`src/dwd_pkg.sv`:
```
// shared constants and types for the dual watchdog timer block
// Function
// - system watchdog is a 14-bit down-counter
// - system watchdog underflow can reset the chip
// - system underflow may raise NMI or interrupt
// - refresh allowed only inside configured window
// - independent watchdog 14-bit counter, software services it
// - independent underflow gives reset, NMI or interrupt
// - independent watchdog runs from dedicated oscillator
// - independent restarts on reset, underflow, error, refresh
// - each watchdog reset is a distinct cause
// - dedicated oscillator runs at nominal 15 kHz
package dwd_pkg;

    // ------------------------------------------------------------
    // widths and clock rates
    // ------------------------------------------------------------
    localparam int           CNT_W       = 14;          // counter width
    localparam int           DIV_W       = 16;          // divider width
    localparam longint       SYS_CLK_HZ  = 100000000;   // system clock
    localparam longint       IND_OSC_HZ  = 15000;       // oscillator rate
    // oscillator period in system cycles, rounded down
    localparam int           IND_DIV_CYC = int'(SYS_CLK_HZ / IND_OSC_HZ);
    localparam logic [CNT_W-1:0] CNT_ZERO = 14'h0000;   // underflow point
    localparam logic [CNT_W-1:0] CNT_ONE  = 14'h0001;   // decrement step
    localparam logic [DIV_W-1:0] DIV_ZERO = 16'h0000;   // divider reset

    // ------------------------------------------------------------
    // response selection and channel state
    // ------------------------------------------------------------
    typedef enum logic [1:0] {
        DWD_RESP_RESET = 2'b00,   // chip reset request
        DWD_RESP_NMI   = 2'b01,   // non-maskable interrupt
        DWD_RESP_IRQ   = 2'b10    // ordinary interrupt
    } dwd_resp_t;

    typedef enum logic [0:0] {
        DWD_ST_IDLE  = 1'b0,      // stopped, counter not running
        DWD_ST_COUNT = 1'b1       // counting down
    } dwd_state_t;

endpackage : dwd_pkg

```
`src/dwd_channel.sv`:
```
// one watchdog channel: down-counter, refresh window and response
`timescale 1ns/1ns
module dwd_channel
    import dwd_pkg::*;
(
    // clock and reset
    input  wire logic             clk_sys,
    input  wire logic             reset_n,
    // count control
    input  wire logic             tick_en,
    input  wire logic             run_en,
    input  wire logic             refresh,
    // configuration
    input  wire logic [CNT_W-1:0] init_count,
    input  wire logic [CNT_W-1:0] win_lo,
    input  wire logic [CNT_W-1:0] win_hi,
    input  wire dwd_resp_t        resp_mode,
    // responses and status
    output logic                  rst_q,
    output logic                  nmi_q,
    output logic                  irq_q,
    output logic                  err_q,
    output logic [CNT_W-1:0]      cnt_q
);

    // ------------------------------------------------------------
    // state
    // ------------------------------------------------------------
    dwd_state_t       state_q;      // running or stopped
    dwd_state_t       state_d;      // next state
    logic [CNT_W-1:0] cnt_d;        // next count
    logic             rst_d;        // next reset request
    logic             nmi_d;        // next nmi pulse
    logic             irq_d;        // next irq pulse
    logic             err_d;        // next refresh error pulse
    logic             in_win;       // count inside refresh window
    logic             event_hit;    // underflow or refresh error

    // refresh only counts as valid inside the window
    assign in_win = (cnt_q <= win_hi) && (cnt_q >= win_lo);

    // next-value logic for counter, state and responses
    always_comb begin
        state_d   = state_q;
        cnt_d     = cnt_q;
        err_d     = 1'b0;
        event_hit = 1'b0;
        case (state_q)
            // start loads the initial count
            DWD_ST_IDLE: begin
                if (run_en) begin
                    state_d = DWD_ST_COUNT;
                    cnt_d   = init_count;
                end
            end
            // counting down toward zero
            DWD_ST_COUNT: begin
                if (!run_en) begin
                    state_d = DWD_ST_IDLE;
                end else if (refresh) begin
                    cnt_d = init_count;
                    if (!in_win) begin
                        err_d     = 1'b1;
                        event_hit = 1'b1;
                    end
                end else if (tick_en) begin
                    if (cnt_q == CNT_ZERO) begin
                        event_hit = 1'b1;
                        cnt_d     = init_count;
                    end else begin
                        cnt_d = cnt_q - CNT_ONE;
                    end
                end
            end
            default: begin
                state_d = DWD_ST_IDLE;
            end
        endcase
        // steer the event to the configured response
        rst_d = 1'b0;
        nmi_d = 1'b0;
        irq_d = 1'b0;
        case (resp_mode)
            DWD_RESP_NMI: nmi_d = event_hit;
            DWD_RESP_IRQ: irq_d = event_hit;
            default:      rst_d = event_hit;
        endcase
    end

    // registers only
    always_ff @(posedge clk_sys) begin
        if (!reset_n) begin
            state_q <= DWD_ST_IDLE;
            cnt_q   <= CNT_ZERO;
            rst_q   <= 1'b0;
            nmi_q   <= 1'b0;
            irq_q   <= 1'b0;
            err_q   <= 1'b0;
        end else begin
            state_q <= state_d;
            cnt_q   <= cnt_d;
            rst_q   <= rst_d;
            nmi_q   <= nmi_d;
            irq_q   <= irq_d;
            err_q   <= err_d;
        end
    end
endmodule : dwd_channel

```
`src/dwd_top.sv`:
```
// dual watchdog timers: system-clocked and independent channels
`timescale 1ns/1ns
module dwd_top
    import dwd_pkg::*;
#(
    parameter int IND_DIV = IND_DIV_CYC    // system cycles per osc tick
)
(
    // clock and reset
    input  wire logic             clk_sys,
    input  wire logic             reset_n,
    // system watchdog control
    input  wire logic             sys_run_en,
    input  wire logic             sys_refresh,
    input  wire logic [CNT_W-1:0] sys_init_count,
    input  wire logic [CNT_W-1:0] sys_win_lo,
    input  wire logic [CNT_W-1:0] sys_win_hi,
    input  wire dwd_resp_t        sys_resp_mode,
    // independent watchdog control
    input  wire logic             ind_refresh,
    input  wire logic [CNT_W-1:0] ind_init_count,
    input  wire logic [CNT_W-1:0] ind_win_lo,
    input  wire logic [CNT_W-1:0] ind_win_hi,
    input  wire dwd_resp_t        ind_resp_mode,
    // system watchdog responses and status
    output logic                  sys_reset_cause,
    output logic                  sys_nmi,
    output logic                  sys_irq,
    output logic                  sys_refresh_err,
    output logic [CNT_W-1:0]      sys_count,
    // independent watchdog responses and status
    output logic                  ind_reset_cause,
    output logic                  ind_nmi,
    output logic                  ind_irq,
    output logic                  ind_refresh_err,
    output logic [CNT_W-1:0]      ind_count
);

    // ------------------------------------------------------------
    // dedicated oscillator as an enable pulse
    // ------------------------------------------------------------
    localparam logic [DIV_W-1:0] DIV_LAST = DIV_W'(IND_DIV - 1);

    logic [DIV_W-1:0] div_q;        // oscillator divider
    logic [DIV_W-1:0] div_d;
    logic             osc_tick_q;   // one cycle per oscillator period
    logic             osc_tick_d;

    // divider wraps once per oscillator period
    always_comb begin
        osc_tick_d = (div_q == DIV_LAST);
        div_d      = osc_tick_d ? DIV_ZERO : div_q + 16'h0001;
    end

    always_ff @(posedge clk_sys) begin
        if (!reset_n) begin
            div_q      <= DIV_ZERO;
            osc_tick_q <= 1'b0;
        end else begin
            div_q      <= div_d;
            osc_tick_q <= osc_tick_d;
        end
    end

    // ------------------------------------------------------------
    // system-clocked watchdog, counts every system cycle
    // ------------------------------------------------------------
    dwd_channel u_system_watchdog (
        .clk_sys    (clk_sys),
        .reset_n    (reset_n),
        .tick_en    (1'b1),
        .run_en     (sys_run_en),
        .refresh    (sys_refresh),
        .init_count (sys_init_count),
        .win_lo     (sys_win_lo),
        .win_hi     (sys_win_hi),
        .resp_mode  (sys_resp_mode),
        .rst_q      (sys_reset_cause),
        .nmi_q      (sys_nmi),
        .irq_q      (sys_irq),
        .err_q      (sys_refresh_err),
        .cnt_q      (sys_count)
    );

    // ------------------------------------------------------------
    // independent watchdog, runs from reset on the oscillator tick
    // ------------------------------------------------------------
    dwd_channel u_independent_watchdog (
        .clk_sys    (clk_sys),
        .reset_n    (reset_n),
        .tick_en    (osc_tick_q),
        .run_en     (1'b1),
        .refresh    (ind_refresh),
        .init_count (ind_init_count),
        .win_lo     (ind_win_lo),
        .win_hi     (ind_win_hi),
        .resp_mode  (ind_resp_mode),
        .rst_q      (ind_reset_cause),
        .nmi_q      (ind_nmi),
        .irq_q      (ind_irq),
        .err_q      (ind_refresh_err),
        .cnt_q      (ind_count)
    );
endmodule : dwd_top

```
`config.mk`:
```
export PLATFORM = sky130hd
export DESIGN_NAME = dwd_top
export DESIGN_NICKNAME = d
export VERILOG_FILES = /design/src/dwd_pkg.sv /design/src/dwd_channel.sv /design/src/dwd_top.sv
export SDC_FILE = /design/constraint.sdc
export NUM_CORES = 1
export LEC_CHECK = 0
export BUFFER_PORTS_ARGS = -buffer_cell sky130_fd_sc_hd__buf_2
export CAP_MARGIN = 20
export CORE_MARGIN = 4
export CORE_UTILIZATION = 50
export CTS_BUF_LIST = sky130_fd_sc_hd__clkbuf_16
export DETAILED_ROUTE_END_ITERATION = 8
export GPL_TIMING_DRIVEN = 0
export PLACE_DENSITY = 0.8
export SYNTH_ARGS = -nofsm -noshare
export SYNTH_HDL_FRONTEND = slang
export SYNTH_SLANG_ARGS = --single-unit
```
`constraint.sdc`:
```
create_clock -name clk_sys -period 4.17 [get_ports clk_sys]
set_clock_uncertainty 0.1 [all_clocks]
set_input_delay 0 -clock clk_sys [delete_from_list [all_inputs] [get_ports clk_sys]]
set_output_delay 0 -clock clk_sys [all_outputs]
set_load 0.01 [all_outputs]
```
==> run_results.csv, run 1 <==
group,metric,value,unit
final_layout,layout.nets,866,
logic_synthesis,yosysUniqueCellTypes,56,
floorplanning,dieArea,0.009942,mm^2
clocking,cts_setup_buffers,0,
logic_synthesis,ys_top_cells_by_area,"dfxtp_1 26%, ha_1 18%, inv_1 5.9%, a21oi_1 4.6%, nor2_1 4.2%",
final_layout,layout_commonest_cell,"buf_2",
logic_synthesis,ys_seq_elements,55,
logic_synthesis,synth_top_area_share,26.18,%
placement,dpl.hpwl,9.234,mm
clocking,clk_pin_slew,0.07,ns
drt,drt_iter0_drc,261,
final_layout,syn2layout_area_growth,29.34,%
floorplanning,core,0.008217,mm^2
grt,gr-total-overflow,0,
timing,fin_crit,3.288,ns
power_and_ir_drop,power.total,1.425,mW
critical_path,end_kind,"register",
timing,rsz0062_at_grt,"no",
critical_path,critical_path.max_fanout,8,
timing,fmax,304.1,MHz
timing,setup-tns-final,0,ns
drt,vias_per_cell,5.579,
final_layout,final_util,66.19,%
drt,wire_per_inst,14.76,um
grt,antenna_found_initial,0,
drt,drt_wl_total,12.06,mm
timing,slew_violations,0,
clocking,htree_levels,2,
critical_path,crit_arrival,3.36,ns
timing,hold_viol_final,0,
grt,grt_pass1_wl,20.00,mm
logic_synthesis,syn-num-nets,699,
critical_path,critical_path_required,4.25,ns
logic_synthesis,synth_area_per_cell,7.730,um^2
logic_synthesis,ys_seq_area_share,26.18,%
drt,drc,0,
logic_synthesis,synthesis.area,0.004205,mm^2
clocking,cts_tree,"done",
grt,grt_pass1_vias,4445,
power_and_ir_drop,power_density,262.1,mW/mm^2
critical_path,start_kind,"register",
power_and_ir_drop,p_leak,2.720,nW
worst_hold_path,min-delay-start,"sys_refresh",
logic_synthesis,yosys.area.top_type,"dfxtp_1",
logic_synthesis,ys.warnings.count,0,
floorplanning,ioPinCount,129,
timing,max-slew-margin-rel,39.52,%
placement,portBuffers,128,
worst_hold_path,hold_path_class,"in -> reg",
final_layout,drive_above_1_share,21.49,%
floorplanning,initial_core_util,51.18,%
clocking,clkSinkCount,55,
timing,finalCritPeriodShare,78.85,%
grt,gr-usage-all-layers,24.12,%
grt,grt_max_degree,17,
logic_synthesis,synthArstFlopShare,0,%
logic_synthesis,synth-edff-count,0,
timing,fin_ws,0.8819,ns
critical_path,r2r-start,"u_system_watchdog.cnt_q[11]",
drt,vias,4558,
final_layout,stdcell_area,0.005439,mm^2
logic_synthesis,synth_flop_cell,"dfxtp_1",
final_layout,n_antenna_cell,0,
drt,drt_first_pass_iters,5,
run_status,outcome,"complete, no violations",
clocking,clock_latency,0.29,ns
critical_path,crit_type,"reg -> reg",
flow_run,cap_violations,0,
placement,place_ws,1.534,ns
final_layout,layout_common_cells,"132 x buf_2, 67 x inv_1, 62 x ha_1, 55 x dfxtp_1, 47 x nor2_1",
placement,dpl_cell_area,0.004977,mm^2
timing,setup_viol_count_final,0,
power_and_ir_drop,ir_worst_vdd,0.1691,mV
clocking,numCtsBuffers,5,
clocking,root_buffer,"clkbuf_16",
floorplanning,die_h,99.71,um
clocking,cts_resized,0,
floorplanning,dieWidth,99.71,um
critical_path,startpoint,"u_system_watchdog.cnt_q[11]",
timing,tightest_slew,0.8989,ns
floorplanning,rows,33,
drt,ant_nets,0,
logic_synthesis,synthCells,544,
placement,place.gp.congestion,0.9165,
clocking,cts_buffer_depth,2,
[stage by stage]
| step | std cells | hold slack (ns) |
|---|---|---|
| after floorplan | 544 | -0.07228 |
| after global placement | 777 | 0.02549 |
| after detailed placement | 777 | 0.02405 |
| after CTS | 817 | 0.005964 |
| after global routing | 817 | 0.02362 |
| final | 817 | 0.006830 |
[power breakdown]
group | switching [mW] | total, mW | internal (mW)
sequential | 0.0526 | 0.604 | 0.552
combinational | 0.220 | 0.411 | 0.192
clock | 0.190 | 0.410 | 0.220
total | 0.462 | 1.43 | 0.964
[per-layer routing]
layer	GRT usage, %	routed length (um)	vias up
li1	-	-	2291
met1	29.38	5001	2051
met2	43.20	5872	194
met3	3.506	954	22
met4	7.983	233	0
met5	0	0	-
[worst max-delay path: stages (launching register included)]
cell,delay (ns)
dfxtp_1,0.41
ha_1,0.34
nand4_1,0.12
or2_2,0.33
a2111oi_0,0.54
nor4b_1,0.13
a211oi_1,0.51
nor3b_1,0.11
dlygate4sd3_1,0.59
[kinds of logic after synthesis]
kind of cell    synth area share (%)
flops                          26.18
compound gates                 19.88
xor+xnor                       3.332
buf+inv                        7.885
simple gates                   23.77
fa+ha+maj                      18.45
mux                           0.5058
[registers in the layout, indices dropped and copies added (netlist names)]
name and flops:
u_independent_watchdog.state_q 1, u_independent_watchdog.irq_q 1, div_q 16, u_independent_watchdog.nmi_q 1, u_system_watchdog.rst_q 1, u_system_watchdog.irq_q 1
osc_tick_q 1, u_independent_watchdog.cnt_q 14, u_independent_watchdog.rst_q 1, u_system_watchdog.state_q 1, u_independent_watchdog.err_q 1, u_system_watchdog.nmi_q 1
u_system_watchdog.cnt_q 14, u_system_watchdog.err_q 1
[final timing paths]
path	end	slack, ns	depth (start not counted)
worst min register to register	u_independent_watchdog.err_q	0.38	2
worst max register to register	u_system_watchdog.irq_q	0.88	8
worst min-delay path	u_system_watchdog.err_q	0.007	3
worst max-delay path	u_system_watchdog.irq_q	0.88	8
[layout make-up]
cell class                      instances  area (um^2)
Fill cell                             714         2778
Buffer                                 15        83.83
Multi-Input combinational cell        408         2773
Tap cell                              105        131.4
Sequential cell                        55         1101
Clock buffer                            5        125.1
Inverter                               66        247.7
Timing Repair Buffer                  160        960.9
Clock inverter                          3        16.27
[cells in the mapped netlist (4+ instances only)]
| library cell | instances |
|---|---|
| a21oi_1 | 39 |
| inv_1 | 66 |
| a21o_1 | 4 |
| nor2_1 | 47 |
| nand3_1 | 27 |
| and3_1 | 7 |
| a22oi_1 | 6 |
| nor3_1 | 18 |
| buf_2 | 4 |
| a211oi_1 | 6 |
| nand4_1 | 13 |
| nor3b_1 | 4 |
| o21ai_0 | 31 |
| nand2_1 | 44 |
| nor4_1 | 9 |
| dfxtp_1 | 55 |
| nand2b_1 | 8 |
| o31ai_1 | 5 |
| ha_1 | 62 |
| xor2_1 | 10 |
| a31oi_1 | 9 |
| xnor2_1 | 6 |
| clkbuf_1 | 8 |
[repair_timing]
action / in CTS / in global routing
hold buffers: 32 / 0
endpoints found under the setup margin: 0 / 0
hold endpoints to repair: 32 / 0
No activity file was read; power rests on OpenSTA's default activity.
==> run 2: changes to the inputs <==
Settings changed: CORE_UTILIZATION 50 to 47, PLACE_DENSITY 0.8 to 0.79.
Clock period 4.17 ns to 3 ns, I/O delays scaled along.
==> run_results.csv, run 2 (synthesis gave the netlist of run 1 again) <==
group,metric,value,unit
run_status,outcome,"complete, no violations",
drt,wire_per_inst,14.95,um
grt,grt_pass1_wl,20.11,mm
timing,hold_viol_final,0,
final_layout,stdcell_area,0.005505,mm^2
final_layout,top_register,"div_q",
critical_path,critical_path_required,3.14,ns
grt,gr-total-overflow,0,
clocking,cts_tree,"done",
timing,setup-tns-final,0,ns
timing,fmax,360.1,MHz
timing,hold_ws,0.01358,ns
placement,place.gp.congestion,0.9174,
worst_hold_path,hold_path_end,"u_system_watchdog.err_q",
power_and_ir_drop,p_leak,2.739,nW
grt,gr-usage-all-layers,23.24,%
power_and_ir_drop,ir_worst_vdd,0.3023,mV
power_and_ir_drop,power_density,377.7,mW/mm^2
final_layout,largest_reg_flops,16,
clocking,root_buffer,"clkbuf_16",
floorplanning,initial_core_util,48.22,%
grt,grt_pass1_vias,4506,
final_layout,layout_commonest_cell,"buf_2",
clocking,cts_setup_buffers,0,
drt,vias,4599,
timing,tightest_slew,1.015,ns
drt,drt_iter0_drc,271,
timing,fin_crit,2.777,ns
critical_path,rrSetupSlack,0.22,ns
final_layout,drive_above_1_share,21.99,%
critical_path,r2r_cells,7,
clocking,numCtsBuffers,5,
worst_hold_path,min_path_cells,3,
final_layout,syn2layout_area_growth,30.91,%
worst_hold_path,min-delay-start,"sys_refresh",
timing,max-slew-margin-rel,31.72,%
final_layout,reg_top3,"div_q (16), u_independent_watchdog.cnt_q (14), u_system_watchdog.cnt_q (14)",
flow_run,cap_violations,0,
drt,drt_first_pass_iters,5,
placement,portBuffers,128,
timing,rsz0062_at_grt,"no",
drt,drc,0,
grt,grt_max_degree,17,
clocking,cts_buffer_depth,2,
timing,setup_viol_count_final,0,
timing,finalCritPeriodShare,92.57,%
floorplanning,core,0.008721,mm^2
critical_path,crit_arrival,2.92,ns
clocking,clkSinkCount,55,
floorplanning,die_h,102.6,um
drt,vias_per_cell,5.595,
worst_hold_path,hold_path_class,"in -> reg",
critical_path,reg2reg_to,"u_system_watchdog.cnt_q[11]",
floorplanning,ioPinCount,129,
grt,antenna_found_initial,0,
timing,slew_violations,0,
placement,dpl.hpwl,9.394,mm
final_layout,n_antenna_cell,0,
drt,drt_wl_total,12.29,mm
placement,dpl_cell_area,0.004981,mm^2
critical_path,end_kind,"register",
clocking,clock_latency,0.29,ns
final_layout,layout_common_cells,"132 x buf_2, 66 x inv_1, 62 x ha_1, 55 x dfxtp_1, 47 x nor2_1",
floorplanning,dieWidth,102.6,um
critical_path,crit_type,"reg -> reg",
drt,ant_nets,0,
clocking,clk_pin_slew,0.07,ns
final_layout,layout.nets,868,
floorplanning,dieArea,0.01052,mm^2
critical_path,r2r-start,"u_system_watchdog.cnt_q[10]",
clocking,htree_levels,2,
critical_path,start_kind,"register",
power_and_ir_drop,power.total,2.079,mW
critical_path,critical_path.max_fanout,10,
floorplanning,rows,34,
[run 2: cell count changes in the layout (fill, tap and decap cells not counted)]
| cell | change |
|---|---|
| bufinv_16 | +1 |
| a41oi_1 | -1 |
| clkinv_4 | -1 |
| clkinv_2 | +1 |
| nor4_1 | -2 |
| nor4_2 | +2 |
| a41oi_2 | +1 |
| dlygate4sd3_1 | +2 |
| inv_1 | -1 |
[run 2: worst max-delay path, cell delays in order, from the launching register on]
cell and delay (ns):
dfxtp_1 0.44, nor4_1 0.63, a41o_1 0.31, clkbuf_1 0.35, nand2_1 0.10, o41ai_1 0.09
a32o_1 0.17, dlygate4sd3_1 0.54
[run 2: how the worst max path moves through the flow]
stage                                          from                               to  slack [ns]  depth (start not counted)
floorplan           u_independent_watchdog.cnt_q[0]  u_independent_watchdog.cnt_q[5]        0.70                         10
global placement        u_system_watchdog.cnt_q[10]          u_system_watchdog.rst_q        0.37                          7
detailed placement      u_system_watchdog.cnt_q[10]          u_system_watchdog.nmi_q        0.34                          7
CTS                      u_system_watchdog.cnt_q[6]      u_system_watchdog.cnt_q[11]        0.09                          6
global route            u_system_watchdog.cnt_q[10]      u_system_watchdog.cnt_q[11]        0.01                          7
finish                  u_system_watchdog.cnt_q[10]      u_system_watchdog.cnt_q[11]        0.22                          7
[run 2: final cells by class]
cell class	count	area (um^2)
Tap cell	108	135.1
Fill cell	741	3216
Sequential cell	55	1101
Inverter	66	247.7
Clock inverter	3	38.79
Timing Repair Buffer	162	980.9
Multi-Input combinational cell	408	2793
Buffer	15	83.83
Clock buffer	5	125.1
[run 2: what timing repair did]
| item | in CTS | in global routing |
|---|---|---|
| setup endpoints to repair | 0 | 1 |
| hold buffers | 34 | 0 |
| resized for setup | 0 | 3 |
| hold endpoints to repair | 34 | 0 |
[run 2: metal layers]
metal	vias up	global-route usage (%)	wire length (um)
met3	19	2.842	886
met2	199	42.70	5969
met1	2097	27.87	5198
met4	0	7.669	233
met5	-	0	0
li1	2284	-	-
[run 2: power by group]
group / switching [mW] / internal (mW) / leakage (nW) / total (mW)
sequential: 0.0742 / 0.767 / 0.451 / 0.841
clock: 0.264 / 0.390 / 0.0812 / 0.654
combinational: 0.312 / 0.272 / 2.21 / 0.584
[run 2: stage by stage]
step	utilization [%]	instances	setup WS, ns
floorplan	-	544	0.6968
global placement	57.12	780	0.3713
CTS	62.90	822	0.09114
finish	63.13	822	0.2228
detailed placement	57.12	780	0.3378
global route	63.13	822	0.01125
==> run 3: changes to the inputs <==
Settings changed: RECOVER_POWER from default to 25.
==> run_results.csv, run 3 (synthesis gave the netlist of run 1 again) <==
group,metric,value,unit
run_status,outcome,"complete, no violations",
timing,setup-tns-final,0,ns
clocking,numCtsBuffers,5,
drt,drt_first_pass_iters,5,
grt,gr-usage-all-layers,23.24,%
timing,slew_violations,0,
timing,finalCritPeriodShare,92.44,%
critical_path,critical_path.max_fanout,10,
grt,grt_pass1_vias,4506,
placement,dpl.hpwl,9.394,mm
power_and_ir_drop,ir_worst_vdd,0.3028,mV
timing,fin_crit,2.773,ns
timing,max-slew-margin-rel,34.43,%
drt,vias,4605,
final_layout,largest_reg_flops,16,
floorplanning,dieWidth,102.6,um
floorplanning,ioPinCount,129,
clocking,clock_latency,0.29,ns
drt,m1WireLength,5.195,mm
power_and_ir_drop,power.total,2.078,mW
critical_path,crit_type,"reg -> reg",
drt,vias_per_cell,5.602,
critical_path,crit_buf_inv,2,
timing,setup_viol_count_final,0,
timing,rsz0062_at_grt,"no",
floorplanning,dieArea,0.01052,mm^2
critical_path,cpLargestDelayFamily,"buffers and inverters",
worst_hold_path,hold_path_class,"in -> reg",
drt,drc,0,
floorplanning,initial_core_util,48.22,%
drt,top_layer,"met4",
clocking,root_buffer,"clkbuf_16",
critical_path,critical_path_required,3.14,ns
final_layout,layout.nets,868,
timing,hold_viol_final,0,
clocking,cts_setup_buffers,0,
grt,grt_pass1_wl,20.11,mm
placement,placed_cells,780,
flow_run,cap_violations,0,
timing,hold_ws,0.01083,ns
final_layout,stdcell_count,822,
critical_path,start_kind,"register",
final_layout,layout_common_cells,"110 x buf_2, 66 x inv_1, 62 x ha_1, 55 x dfxtp_1, 47 x nor2_1",
clocking,clk_pin_slew,0.07,ns
power_and_ir_drop,p_leak,2.652,nW
grt,gr-total-overflow,0,
grt,antenna_found_initial,0,
final_layout,n_antenna_cell,0,
drt,wire_per_inst,14.93,um
floorplanning,die_h,102.6,um
critical_path,end_kind,"register",
drt,wl_met3,894,um
grt,grt_max_degree,17,
final_layout,reg_top3,"div_q (16), u_independent_watchdog.cnt_q (14), u_system_watchdog.cnt_q (14)",
final_layout,final_util,62.81,%
placement,place.gp.congestion,0.9174,
clocking,clkSinkCount,55,
final_layout,syn2layout_area_growth,30.26,%
critical_path,crit_arrival,2.91,ns
clocking,cts_tree,"done",
power_and_ir_drop,power_density,379.3,mW/mm^2
drt,ant_nets,0,
critical_path,path_cells,"nor4_1, a41o_1, clkbuf_1, nand2_1, o41ai_1, a32o_1, dlygate4sd3_1",
final_layout,top_register,"div_q",
final_layout,fillers,752,
clocking,htree_levels,2,
timing,tightest_slew,0.9746,ns
final_layout,drive_above_1_share,18.91,%
floorplanning,rows,34,
drt,drt_iter0_drc,236,
critical_path,worst_path_max_delay_cell,"nor4_1",
clocking,cts_buffer_depth,2,
timing,fmax,360.6,MHz
floorplanning,core,0.008721,mm^2
critical_path,rrSetupSlack,0.23,ns
critical_path,max_stage_delay,0.63,ns
drt,drt_wl_total,12.27,mm
placement,portBuffers,128,
drt,dr_wl_met2,5.943,mm
final_layout,layout_commonest_cell,"buf_2",
[run 3: worst reg2reg max path: stages (launching register included)]
cell           delay (ns)
dfxtp_1              0.44
nor4_1               0.63
a41o_1               0.30
clkbuf_1             0.35
nand2_1              0.10
o41ai_1              0.08
a32o_1               0.17
dlygate4sd3_1        0.55
[run 3: path summary, 6_finish.rpt]
| check | from | end | cells past startpoint |
|---|---|---|---|
| worst min-delay path | sys_run_en | u_system_watchdog.cnt_q[9] | 3 |
| worst max register to register | u_system_watchdog.cnt_q[10] | u_system_watchdog.cnt_q[11] | 7 |
| worst max-delay path | u_system_watchdog.cnt_q[10] | u_system_watchdog.cnt_q[11] | 7 |
| worst min register to register | u_independent_watchdog.state_q | u_independent_watchdog.err_q | 2 |
[run 3: final cells by class]
class / count / area, um^2 / area share, %
Clock buffer: 5 / 125.1 / 2.284
Multi-Input combinational cell: 408 / 2793 / 50.98
Sequential cell: 55 / 1101 / 20.10
Tap cell: 108 / 135.1 / 2.467
Buffer: 15 / 83.83 / 1.530
Timing Repair Buffer: 162 / 953.4 / 17.41
Clock inverter: 3 / 38.79 / 0.7081
Inverter: 66 / 247.7 / 4.523
[run 3: routing by layer]
layer	track usage [%]	up-vias
met5	0	-
met4	7.669	0
met3	2.842	23
met2	42.70	200
met1	27.87	2094
li1	-	2288
[run 3: power breakdown]
group / total [mW] / leakage (nW) / switching [mW] / internal (mW)
registers: 0.842 / 0.451 / 0.0745 / 0.767
clock network: 0.657 / 0.0812 / 0.267 / 0.390
logic: 0.579 / 2.12 / 0.312 / 0.267
total: 2.08 / 2.65 / 0.653 / 1.42
[run 3: per-stage QoR]
step	instance area [um^2]	setup slack, ns
CTS	5485	0.09114
floorplan	4205	0.6968
global placement	4981	0.3713
detailed placement	4981	0.3378
finish	5478	0.2268
global route	5478	0.01125
[run 3: repair_timing]
item,CTS,global route
endpoints found under the setup margin,0,1
hold buffers,34,0
gates resized for setup,0,3
hold endpoints to repair,34,0
